--- src/verilog/pd_bmc_pkg.sv ---
// shared constants and carrier types for the biphase-mark line coder
package pd_bmc_pkg;

  // ------------------------------------------------------------------
  // timing
  // ------------------------------------------------------------------
  localparam int CLK_PERIOD_NS = 10;
  localparam int UI_NS         = 3333;
  localparam int UI_CYC        = UI_NS / CLK_PERIOD_NS;
  localparam int HALF_CYC      = UI_CYC / 2;
  localparam int RX_SPLIT_CYC  = (UI_CYC * 3) / 4;
  localparam int RX_GAP_MAX    = (UI_CYC * 3) / 2;
  localparam int CNT_W         = 10;

  localparam logic [CNT_W-1:0] UI_LAST   = CNT_W'(UI_CYC - 1);
  localparam logic [CNT_W-1:0] HALF_LAST = CNT_W'(HALF_CYC - 1);
  localparam logic [CNT_W-1:0] RX_SPLIT  = CNT_W'(RX_SPLIT_CYC);
  localparam logic [CNT_W-1:0] RX_MAX    = CNT_W'(RX_GAP_MAX);

  // ------------------------------------------------------------------
  // drive level and reset values
  // ------------------------------------------------------------------
  localparam int              LVL_W    = 4;
  localparam logic [LVL_W-1:0] LVL_RST = 4'h8;
  localparam logic             ORIENT_RST = 1'b0;

  // ------------------------------------------------------------------
  // carriers
  // ------------------------------------------------------------------
  typedef struct packed {
    logic valid;
    logic data;
    logic last;
  } tx_req_t;

  typedef struct packed {
    logic valid;
    logic data;
  } rx_bit_t;

  typedef enum logic [1:0] {
    TX_IDLE,
    TX_LEAD,
    TX_CELL,
    TX_TAIL
  } tx_state_t;

endpackage

--- src/verilog/bmc_rx_decoder.sv ---
// biphase-mark receive decoder timing gaps between line edges
`timescale 1ns/10ps
module bmc_rx_decoder
  import pd_bmc_pkg::*;
(
  input  wire logic    i_clk_sys,
  input  wire logic    i_rst_b,
  input  wire logic    i_line,
  input  wire logic    i_listen,
  output rx_bit_t      o_rx,
  output logic         o_busy
);

  logic             prev_reg, prev_next;
  logic             lock_reg, lock_next;
  logic             pend_reg, pend_next;
  logic [CNT_W-1:0] gap_reg,  gap_next;
  rx_bit_t          rx_reg,   rx_next;
  logic [1:0]       settle_reg, settle_next;
  logic             edge_seen;

  // the synchroniser and prev_reg hold stale levels for a few cycles after
  // reset or after our own release; edges wait until they have settled
  assign edge_seen = i_listen && (settle_reg == 2'h3)
                  && (i_line != prev_reg);

  always_comb begin
    prev_next = i_line;
    settle_next = (settle_reg == 2'h3) ? settle_reg : settle_reg + 2'h1;
    lock_next = lock_reg;
    pend_next = pend_reg;
    gap_next  = (gap_reg == RX_MAX) ? gap_reg : gap_reg + CNT_W'(1);
    rx_next   = '0;
    if (!i_listen) begin
      settle_next = 2'h0;
      lock_next = 1'b0;
      pend_next = 1'b0;
      gap_next  = '0;
    end else if (edge_seen) begin
      gap_next = '0;
      if (lock_reg && gap_reg < RX_SPLIT) begin
        // two short gaps make a one
        if (pend_reg) begin
          rx_next   = '{valid: 1'b1, data: 1'b1};
          pend_next = 1'b0;
        end else begin
          pend_next = 1'b1;
        end
      end else if (lock_reg && gap_reg < RX_MAX) begin
        rx_next   = '{valid: 1'b1, data: 1'b0};
        pend_next = 1'b0;
      end else begin
        // a lost opening edge just means locking one edge later
        lock_next = 1'b1;
        pend_next = 1'b0;
      end
    end else if (gap_reg == RX_MAX) begin
      lock_next = 1'b0;
      pend_next = 1'b0;
    end
  end

  always_ff @(posedge i_clk_sys or negedge i_rst_b) begin
    if (!i_rst_b) begin
      prev_reg <= 1'b0;
      lock_reg <= 1'b0;
      pend_reg <= 1'b0;
      gap_reg  <= '0;
      settle_reg <= 2'h0;
      rx_reg   <= '0;
    end else begin
      prev_reg <= prev_next;
      lock_reg <= lock_next;
      pend_reg <= pend_next;
      gap_reg  <= gap_next;
      settle_reg <= settle_next;
      rx_reg   <= rx_next;
    end
  end

  assign o_rx   = rx_reg;
  assign o_busy = lock_reg;
endmodule // bmc_rx_decoder

--- src/verilog/pd_bmc_phy.sv ---
// biphase-mark physical layer for the two configuration lines
//
// Contract
// - toggle level at every bit-cell start
// - ones toggle mid-cell, zeros do not
// - preamble starts by driving low level
// - receiver locks despite missing first edge
// - closing edge after final end bit
// - drive only while sending, else release
// - only one talker; others stay released
// - use only the orientation-selected line
// - software drive level sets output levels
`timescale 1ns/10ps
module pd_bmc_phy
  import pd_bmc_pkg::*;
(
  input  wire logic             i_clk_sys,
  input  wire logic             i_rst_b,
  input  wire logic             i_orient,
  input  wire logic [LVL_W-1:0] i_tx_level,
  input  wire tx_req_t          i_tx_req,
  output logic                  o_tx_ready,
  output logic                  o_tx_busy,
  output rx_bit_t               o_rx,
  output logic                  o_rx_busy,
  output logic [LVL_W-1:0]      o_tx_peak_level,
  input  wire logic             i_config_line_one,
  output logic                  o_config_line_one,
  output logic                  o_config_line_one_oe,
  input  wire logic             i_config_line_two,
  output logic                  o_config_line_two,
  output logic                  o_config_line_two_oe
);

  // ------------------------------------------------------------------
  // pin synchronisers
  // ------------------------------------------------------------------
  logic [1:0] sync_one_reg;
  logic [1:0] sync_two_reg;

  always_ff @(posedge i_clk_sys or negedge i_rst_b) begin
    if (!i_rst_b) begin
      sync_one_reg <= 2'h0;
      sync_two_reg <= 2'h0;
    end else begin
      sync_one_reg <= {sync_one_reg[0], i_config_line_one};
      sync_two_reg <= {sync_two_reg[0], i_config_line_two};
    end
  end

  // ------------------------------------------------------------------
  // transmit state
  // ------------------------------------------------------------------
  tx_state_t        state_reg,  state_next;
  logic [CNT_W-1:0] cnt_reg,    cnt_next;
  logic             line_reg,   line_next;
  logic             bit_reg,    bit_next;
  logic             last_reg,   last_next;
  logic             orient_reg, orient_next;
  logic             drv1_reg,   drv1_next;
  logic             drv2_reg,   drv2_next;
  logic [LVL_W-1:0] lvl_reg,    lvl_next;
  logic             rx_line;
  logic             rx_busy;
  logic             take;
  logic             cell_end;

  assign cell_end = (state_reg == TX_CELL) && (cnt_reg == UI_LAST);

  // a frame may only open on a quiet line; later bits are taken at the
  // end of each cell so the core sees one ready per bit
  assign o_tx_ready = ((state_reg == TX_IDLE) && !rx_busy)
                    || (cell_end && !last_reg);
  assign take       = o_tx_ready && i_tx_req.valid;

  always_comb begin
    state_next  = state_reg;
    cnt_next    = cnt_reg;
    line_next   = line_reg;
    bit_next    = bit_reg;
    last_next   = last_reg;
    orient_next = orient_reg;
    lvl_next    = lvl_reg;
    drv1_next   = drv1_reg;
    drv2_next   = drv2_reg;
    unique case (state_reg)
      TX_IDLE: begin
        // receive follows the pin while idle; a frame holds it fixed
        orient_next = i_orient;
        if (take) begin
          state_next  = TX_LEAD;
          cnt_next    = '0;
          line_next   = 1'b0;
          bit_next    = i_tx_req.data;
          last_next   = i_tx_req.last;
          lvl_next    = i_tx_level;
          drv1_next   = !i_orient;
          drv2_next   = i_orient;
        end
      end
      TX_LEAD: begin
        if (cnt_reg == HALF_LAST) begin
          state_next = TX_CELL;
          cnt_next   = '0;
          line_next  = !line_reg;
        end else begin
          cnt_next = cnt_reg + CNT_W'(1);
        end
      end
      TX_CELL: begin
        cnt_next = cnt_reg + CNT_W'(1);
        if (cnt_reg == HALF_LAST && bit_reg) begin
          line_next = !line_reg;
        end
        if (cell_end) begin
          cnt_next  = '0;
          line_next = !line_reg;
          if (take) begin
            bit_next  = i_tx_req.data;
            last_next = i_tx_req.last;
          end else begin
            // a missing bit ends the frame as if it were the last
            state_next = TX_TAIL;
          end
        end
      end
      TX_TAIL: begin
        if (cnt_reg == HALF_LAST) begin
          state_next = TX_IDLE;
          cnt_next   = '0;
          drv1_next  = 1'b0;
          drv2_next  = 1'b0;
        end else begin
          cnt_next = cnt_reg + CNT_W'(1);
        end
      end
    endcase
  end

  always_ff @(posedge i_clk_sys or negedge i_rst_b) begin
    if (!i_rst_b) begin
      state_reg  <= TX_IDLE;
      cnt_reg    <= '0;
      line_reg   <= 1'b0;
      bit_reg    <= 1'b0;
      last_reg   <= 1'b0;
      orient_reg <= ORIENT_RST;
      lvl_reg    <= LVL_RST;
      drv1_reg   <= 1'b0;
      drv2_reg   <= 1'b0;
    end else begin
      state_reg  <= state_next;
      cnt_reg    <= cnt_next;
      line_reg   <= line_next;
      bit_reg    <= bit_next;
      last_reg   <= last_next;
      orient_reg <= orient_next;
      lvl_reg    <= lvl_next;
      drv1_reg   <= drv1_next;
      drv2_reg   <= drv2_next;
    end
  end

  assign o_tx_busy            = (state_reg != TX_IDLE);
  assign o_tx_peak_level      = lvl_reg;
  assign o_config_line_one    = line_reg;
  assign o_config_line_two    = line_reg;
  assign o_config_line_one_oe = drv1_reg;
  assign o_config_line_two_oe = drv2_reg;

  // ------------------------------------------------------------------
  // receive path
  // ------------------------------------------------------------------
  // listen on the registered orientation; our own frames are not decoded
  assign rx_line = orient_reg ? sync_two_reg[1] : sync_one_reg[1];

  bmc_rx_decoder u_rx (
    .i_clk_sys (i_clk_sys),
    .i_rst_b   (i_rst_b),
    .i_line    (rx_line),
    .i_listen  (!(drv1_reg || drv2_reg)),
    .o_rx      (o_rx),
    .o_busy    (rx_busy)
  );

  assign o_rx_busy = rx_busy;
endmodule // pd_bmc_phy

--- config.mk ---
export PLATFORM = sky130hd
export DESIGN_NAME = pd_bmc_phy
export DESIGN_NICKNAME = d
export VERILOG_FILES = /design/src/verilog/pd_bmc_pkg.sv /design/src/verilog/bmc_rx_decoder.sv /design/src/verilog/pd_bmc_phy.sv
export SDC_FILE = /design/constraint.sdc
export NUM_CORES = 1
export LEC_CHECK = 0
export ABC_AREA = 1
export BUFFER_PORTS_ARGS = -buffer_cell sky130_fd_sc_hd__buf_2
export CORE_ASPECT_RATIO = 1.25
export CORE_MARGIN = 2
export CORE_UTILIZATION = 35
export CTS_BUF_LIST = sky130_fd_sc_hd__clkbuf_8
export DETAILED_ROUTE_END_ITERATION = 8
export SYNTH_ARGS = -nofsm -noshare
export SYNTH_HDL_FRONTEND = slang
export SYNTH_HIERARCHICAL = 1
export SYNTH_SLANG_ARGS = --single-unit
--- constraint.sdc ---
create_clock -name i_clk_sys -period 1.75 [get_ports i_clk_sys]
set_input_delay 0.175 -clock i_clk_sys [delete_from_list [all_inputs] [get_ports i_clk_sys]]
set_output_delay 0.175 -clock i_clk_sys [all_outputs]
set_load 0.02 [all_outputs]
==> summary.txt, run 1 <==
Run status
  • Status: finished, final reports clean

Yosys
  • Sequential share of the synthesized area: between 40% and 50%
  • Post-Syn Nets: 321
  • Most frequent cells after synthesis: nand2_1, dfrtp_1, nor2_1
  • Share of flip-flops with an asynchronous set or reset: 100%
  • Syn Area/Cell: around 8.2 sq um
  • Cell count after synthesis: roughly 300
  • Synth Register Bits: 43
  • Post-synth EDFFs: 0
  • Synth top area cells: dfrtp_1, nand2_1, ha_1, nand3_1, nor2_1
  • Synth top area share: 43.0%
  • Cell with the most instances after synthesis: nand2_1
  • Largest area contributor in the netlist: dfrtp_1
  • Distinct cells, synth: 32
  • Top_reg_cell synth: dfrtp_1
  • Synth warn: 6
  • Synth Cell Area: 2440 sq um

Setup path
  • Peak fanout along the critical path: 4
  • Worst Setup Start Kind: flip-flop
  • Reg-to-Reg Start: cnt_reg[1]$_DFFE_PN0P_
  • Slowest cell on the critical path: dfrtp_1
  • Crit end category: output pin
  • CP required: 1.57 ns
  • Crit. Startpoint: cnt_reg[1]$_DFFE_PN0P_
  • Cell repeated most along the worst path: buf_6
  • Largest stage delay, worst path: 0.40 ns
  • Worst path buffer plus inverter count: 3
  • CP top delay family: flip-flops
  • CP cell instances: inv_2 -> ha_4 -> nand2_4 -> nor2_4 -> nand4_1 -> nand2_2 -> buf_6 -> buf_6
  • Critical path class: flip-flop to output pin
  • Worst Path Arrival: roughly 1.5 ns
  • R2r setup slk: roughly 0.1 ns

Power and ir drop
  • Comb power frac: 50.9%
  • Internal power: 0.00233 W
  • Sw Share: between 40% and 50%
  • Switching power: ~0.0018 W
  • Power share of the sequential group: 33.9%
  • Leak: 1.44 nW
  • Clk pwr share: 15.1%
  • Worst vdd ir: 0.839 mV
  • Pwr dens: 1360 nW/um^2

Layout
  • Fillcell total: 684
  • Post-route cell area: 2990 sq um
  • Fraction of layout cells with a size suffix above 1: 28.7%
  • Area delta synth->final: 22.5%
  • Final cell count without fillers: between 400 and 500
  • Final Util: between 40% and 50%
  • Diode count: 0
  • NumNets Final: around 370

Floorplan
  • Die width: around 79 um
  • Initial Utilization: 35.7%
  • Die area: 7670 sq um
  • # IOs: 25
  • FP Rows: 34
  • Core ar.: between 6000 and 7000 sq um
  • Height of the die: a little under 100 um

CTS
  • Deepest clock path buffer count: 2
  • CTS tree: yes
  • Clock sinks: 43
  • CTS Buf Count: 5
  • Clk Latency, worst-skew pair: 0.29 ns
  • CTS root buf: clkbuf_8
  • H-tree depth: 2
  • Clock slew at reported path FFs: 0.08 ns

Route
  • Antenna Nets Post-Route: 0
  • Vias: 2029
  • # DRC: 0
  • Routed len/inst: 11.8 um
  • Routed WL: 5200 um
  • Vias/cell: approximately 4.6
  • Drt pass-1 iters: 4
  • Initial DRC count: 51

Global route
  • Remaining global-route overflow: 0
  • Total track usage: 14.4%
  • Top Usage Layer GRT: met2
  • Met1 Usage GRT: 18.1%
  • Antenna violations before repair: 0
  • Vias in the first global route: 2014
  • M2 GR Usage: 24.7%
  • Largest net degree at the start of global routing: 22
  • First-pass GRT wire length: 8950 um
  • Met3 Resource Use GR: 2.60%

Timing
  • Max-slew violation count: 0
  • Slew headroom: 67.8%
  • Least-Margin Pin Slew: 0.483 ns
  • Post-route minimum period: around 1.7 ns
  • F_max: 0.589 GHz
  • Min Hold Slack: 0.0775 ns
  • RSZ-0062 raised after global routing: true
  • Final hold vios: 0
  • Final setup viols: 0
  • Skew final: 0.00436 ns
  • Setup WS post-layout: around 0.05 ns
  • Period Utilization, post-route: 97.1%

Worst hold path
  • Hold Crit Class: primary input to flip-flop
  • Hold path start: i_tx_level[2]

Placed design
  • Number of port buffers: 24
  • Placed cell count: 418
  • Post-DP Area: between 2000 and 3000 sq um
  • RD Place Congestion: 0.853
  • Placement Setup Slack: -0.0379 ns
  • DP HPWL: 3900 um

Run
  • Max-cap violations: 0
==> worst register-to-register path, stage by stage (launching register included) <==
cell     delay [ns]
dfrtp_1        0.40
inv_2          0.11
ha_1           0.17
nand2_1        0.05
nor2_1         0.11
nand2_1        0.08
nor2_2         0.16
nor2_2         0.08
nor2_4         0.12
inv_2          0.09
nand2_2        0.09
o21ai_0        0.08
==> cell families after synthesis <==
| logic type | count (synthesis) | share of synthesized area, % |
|---|---|---|
| simple gates | 164 | 32.0 |
| flops | 43 | 44.1 |
| buf+inv | 38 | 6.86 |
| xor+xnor | 10 | 3.58 |
| compound gates | 30 | 7.37 |
| fa+ha+maj | 12 | 6.14 |
==> power groups by stage <==
stage,Sequential [W],Combinational [W],Clock [W]
final,0.00138,0.00208,0.000618
after floorplan,0.00148,0.00115,0
after global placement,0.00140,0.00175,0
after global routing,0.00142,0.00233,0.000680
after detailed placement,0.00141,0.00178,0
after CTS,0.00138,0.00186,0.000649
==> metrics by stage <==
step / setup TNS (ns) / power [W]
2_1_floorplan: 0 / 0.00263
3_3_place_gp: 0 / 0.00315
3_5_place_dp: -0.142 / 0.00319
4_1_cts: 0 / 0.00389
5_1_grt: -0.130 / 0.00442
6_report: 0 / 0.00408
==> per-layer routing <==
layer	vias to the layer above	share of wire, %
met2	27	51
met4	0	1.2
li1	1044	-
met5	-	0
met3	5	3.0
met1	953	45
==> layout by cell type, fill, tap and decap left out, drive strengths merged, types with 5 or more instances in the layout <==
| cell type | n |
|---|---|
| nand3 | 30 |
| dfrtp | 42 |
| clkbuf | 5 |
| o21ai | 22 |
| nand4 | 6 |
| buf | 46 |
| xor2 | 8 |
| a21oi | 7 |
| nor2 | 42 |
| inv | 34 |
| ha | 12 |
| nand2 | 78 |
==> path summary, 6_finish.rpt <==
| check | to | cells after the start |
|---|---|---|
| max in group asynchronous | u_rx/settle_reg[1]$_DFFE_PN0P_ | 3 |
| max reg2reg | cnt_reg[3]$_DFFE_PN0P_ | 11 |
| min reg2reg | sync_one_reg[1]$_DFF_PN0_ | 0 |
| min | o_tx_peak_level[2]$_DFFE_PN0P_ | 3 |
| min in group asynchronous | u_rx/gap_reg[2]$_DFFE_PN0P_ | 2 |
| max | o_tx_ready | 8 |
==> final cells by class <==
type / count / area, sq um / area share (%)
Multi-Input combinational cell: 216 / 1270 / 42.3
Tap cell: 90 / 113 / 3.76
Clock inverter: 3 / 16.3 / 0.543
Timing Repair Buffer: 49 / 325 / 10.9
Sequential cell: 43 / 1080 / 36.0
Inverter: 33 / 126 / 4.22
Clock buffer: 5 / 68.8 / 2.30
==> what timing repair did <==
item | CTS | global route
buffers inserted | 3 | 7
resized for setup | 6 | 17
pin swaps | 0 | 4
hold endpoints to repair | 20 | 0
setup endpoints to repair | 12 | 19
hold buffers | 3 | 0
No activity file was read; power rests on OpenSTA's default activity.
==> run 2, diff against run 1 <==
==> constraint.sdc (replaced) <==
create_clock -name i_clk_sys -period 2 [get_ports i_clk_sys]
set_input_delay 0.2 -clock i_clk_sys [delete_from_list [all_inputs] [get_ports i_clk_sys]]
set_output_delay 0.2 -clock i_clk_sys [all_outputs]
set_load 0.02 [all_outputs]
==> run 2 against run 1 <==
Total power down 18%. Sequential share of layout area rose by 2.4 points. Combinational power down 29%. Non-clock buffer count is 18 lower. Clock power is 4.2% higher. Final area fell by 6.4%. Critical path depth is 1 lower. First-iteration DRC count rose by 25%. Largest cell class unchanged. Highest routed layer unchanged.
==> summary.txt, run 2 (synthesis results as in run 1) <==
Run status
  • Status: finished, final reports clean (unchanged)

Setup path
  • Peak fanout along the critical path: 6 (was 4)
  • Worst Reg2Reg Path Length in Cells: 11 (unchanged)
  • Slowest cell on the critical path: dfrtp_1 (unchanged)
  • Reg-to-Reg Start: cnt_reg[0]$_DFFE_PN0P_ (was cnt_reg[1]$_DFFE_PN0P_)
  • Largest stage delay, worst path: 0.45 ns (was 0.40 ns)
  • CP required: 1.80 ns (was 1.57 ns)
  • Crit path depth: 7 (was 8)
  • Worst path buffer plus inverter count: 2 (was 3)
  • CP top delay family: flip-flops (unchanged)
  • Critical path class: flip-flop to output pin (unchanged)
  • Critical R2R Capture: bit_reg$_DFFE_PN0P_ (was cnt_reg[3]$_DFFE_PN0P_)
  • Worst Setup Start Kind: flip-flop (unchanged)
  • R2r setup slk: 0.24 ns (was 0.10 ns)
  • CP cell instances: inv_1 -> ha_1 -> nand2_1 -> nor2_2 -> nand4_1 -> nand2_2 -> buf_2 (was inv_2 -> ha_4 -> nand2_4 -> nor2_4 -> nand4_1 -> nand2_2 -> buf_6 -> buf_6)
  • Worst Path Arrival: 1.61 ns (was 1.52 ns)
  • Crit end category: output pin (unchanged)

Layout
  • Commonest non-fill, non-tap cell in the layout: nand2_1 (unchanged)
  • Fraction of layout cells with a size suffix above 1: 21.8% (was 28.7%)
  • NumNets Final: 354 (was 372)
  • Fillcell total: 704 (was 684)
  • Final Util: 40.9% (was 43.7%)
  • Diode count: 0 (unchanged)
  • Storage element area: 1080 sq um (unchanged)
  • Area of the multi-input gates: 1210 sq um (was 1270 sq um)
  • Commonest cells after routing, fill and taps aside: nand2_1, dfrtp_1, inv_1, nor2_1, nand3_1 (was nand2_1, dfrtp_1, nor2_1, nand3_1, inv_1)
  • Post-route cell area: 2800 sq um (was 2990 sq um)
  • Area delta synth->final: 14.7% (was 22.5%)

Placed design
  • DP HPWL: 3810 um (was 3900 um)
  • RD Place Congestion: 0.846 (was 0.853)
  • Number of port buffers: 24 (unchanged)
  • Post-DP Area: 2680 sq um (was 2730 sq um)

Power and ir drop
  • Pwr dens: 1190 nW/um^2 (was 1360 nW/um^2)
  • Internal power: 0.00193 W (was 0.00233 W)
  • Power share of the sequential group: 36.8% (was 33.9%)
  • Worst vdd ir: 0.737 mV (was 0.839 mV)
  • Leak: 1.36 nW (was 1.44 nW)
  • Sw Share: 42.1% (was 43.0%)
  • Clk pwr share: 19.3% (was 15.1%)
  • Comb power frac: 43.9% (was 50.9%)
  • Switching power: 0.00141 W (was 0.00175 W)

Floorplan
  • Height of the die: 97.4 um (unchanged)
  • Initial Utilization: 35.7% (unchanged)
  • Core ar.: 6850 sq um (unchanged)
  • FP Rows: 34 (unchanged)
  • Die width: 78.8 um (unchanged)
  • Die area: 7670 sq um (unchanged)
  • # IOs: 25 (unchanged)

Timing
  • Final hold vios: 0 (unchanged)
  • Least-Margin Pin Slew: 0.418 ns (was 0.483 ns)
  • Slew headroom: 72.1% (was 67.8%)
  • Setup TNS: 0 ns (unchanged)
  • F_max: 0.552 GHz
  • Post-route minimum period: 1.81 ns
  • Max-slew violation count: 0 (unchanged)
  • Skew final: 0.00291 ns (was 0.00436 ns)
  • Final setup viols: 0 (unchanged)
  • Period Utilization, post-route: between 90% and 100%
  • RSZ-0062 raised after global routing: false (was true)
  • Min Hold Slack: 0.0139 ns (was 0.0775 ns)

Route
  • Vias/cell: 4.70 (was 4.62)
  • Antenna Nets Post-Route: 0 (unchanged)
  • Initial DRC count: 64 (was 51)
  • Drt pass-1 iters: 5 (was 4)
  • Routed WL: 4830 um (was 5200 um)
  • Vias: 1976 (was 2029)
  • # DRC: 0 (unchanged)
  • Routed len/inst: 11.5 um (was 11.8 um)

CTS
  • Clock sinks: 43 (unchanged)
  • Deepest clock path buffer count: 2 (unchanged)
  • CTS Buf Count: 5 (unchanged)
  • Clk Latency, worst-skew pair: 0.29 ns (about the same)
  • H-tree depth: 2 (unchanged)
  • CTS tree: yes (unchanged)
  • Clock slew at reported path FFs: 0.08 ns (about the same)
  • CTS root buf: clkbuf_8 (unchanged)

Worst hold path
  • Hold Crit Depth: 1 (was 3)
  • WHS Endpoint: sync_one_reg[0]$_DFF_PN0_ (was o_tx_peak_level[2]$_DFFE_PN0P_)
  • Hold path start: i_config_line_one (was i_tx_level[2])
  • Hold Crit Class: primary input to flip-flop (unchanged)

Run
  • Max-cap violations: 0 (unchanged)

Global route
  • Vias in the first global route: 2006 (was 2014)
  • Total track usage: 14.0% (was 14.4%)
  • Largest net degree at the start of global routing: 28 (was 22)
  • Remaining global-route overflow: 0 (unchanged)
  • First-pass GRT wire length: 8670 um (was 8950 um)
  • Antenna violations before repair: 0 (unchanged)
-- run 2: layout make-up --
cell class | count | share of cell area, %
timing repair buffer | 31 | 6.25
multi-input combinational | 216 | 43.2
tap | 90 | 4.02
sequential | 43 | 38.4
clock inverter | 2 | 1.20
inverter | 33 | 4.51
clock buffer | 5 | 2.45
-- run 2: power groups by stage --
stage	clock (W)	sequential [W]	combinational, W
after global routing	0.000704	0.00126	0.00167
final	0.000644	0.00123	0.00147
after global placement	0	0.00124	0.00145
after detailed placement	0	0.00125	0.00146
after CTS	0.000665	0.00123	0.00147
after floorplan	0	0.00129	0.00101
-- run 2: metrics by stage --
step	total power, W	std cells	worst slack (ns)
floorplan	0.00230	297	0.244
global placement	0.00269	412	0.251
detailed placement	0.00271	412	0.197
CTS	0.00337	420	0.147
global route	0.00363	420	0.0188
finish	0.00334	420	0.188
-- run 2: worst max path at each step --
stage / start / end / slack, ns
final: cnt_reg[0]$_DFFE_PN0P_ / o_tx_ready / 0.19
after global routing: cnt_reg[0]$_DFFE_PN0P_ / bit_reg$_DFFE_PN0P_ / 0.02
after CTS: cnt_reg[0]$_DFFE_PN0P_ / o_tx_ready / 0.15
after detailed placement: cnt_reg[0]$_DFFE_PN0P_ / o_config_line_one_oe$_DFFE_PN0P_ / 0.20
after global placement: cnt_reg[0]$_DFFE_PN0P_ / cnt_reg[9]$_DFFE_PN0P_ / 0.25
after floorplan: state_reg[0]$_DFFE_PN0P_ / o_config_line_one$_DFFE_PN0P_ / 0.24
-- run 2: routing by layer --
layer | wire length [um] | share of wire (%) | GRT usage [%] | up-vias
li1 | - | - | - | 1011
met1 | 2160 | 45 | 16.9 | 934
met2 | 2500 | 52 | 24.6 | 27
met3 | 131 | 2.7 | 3.25 | 4
met4 | 38 | 0.79 | 4.05 | 0
met5 | 0 | 0 | 0 | -
-- run 2: what timing repair did --
item | CTS | global route
endpoints found under the setup margin | 0 | 13
hold endpoints to repair | 16 | 0
setup buffers | 0 | 0
hold buffers | 1 | 0
resized for setup | 0 | 3
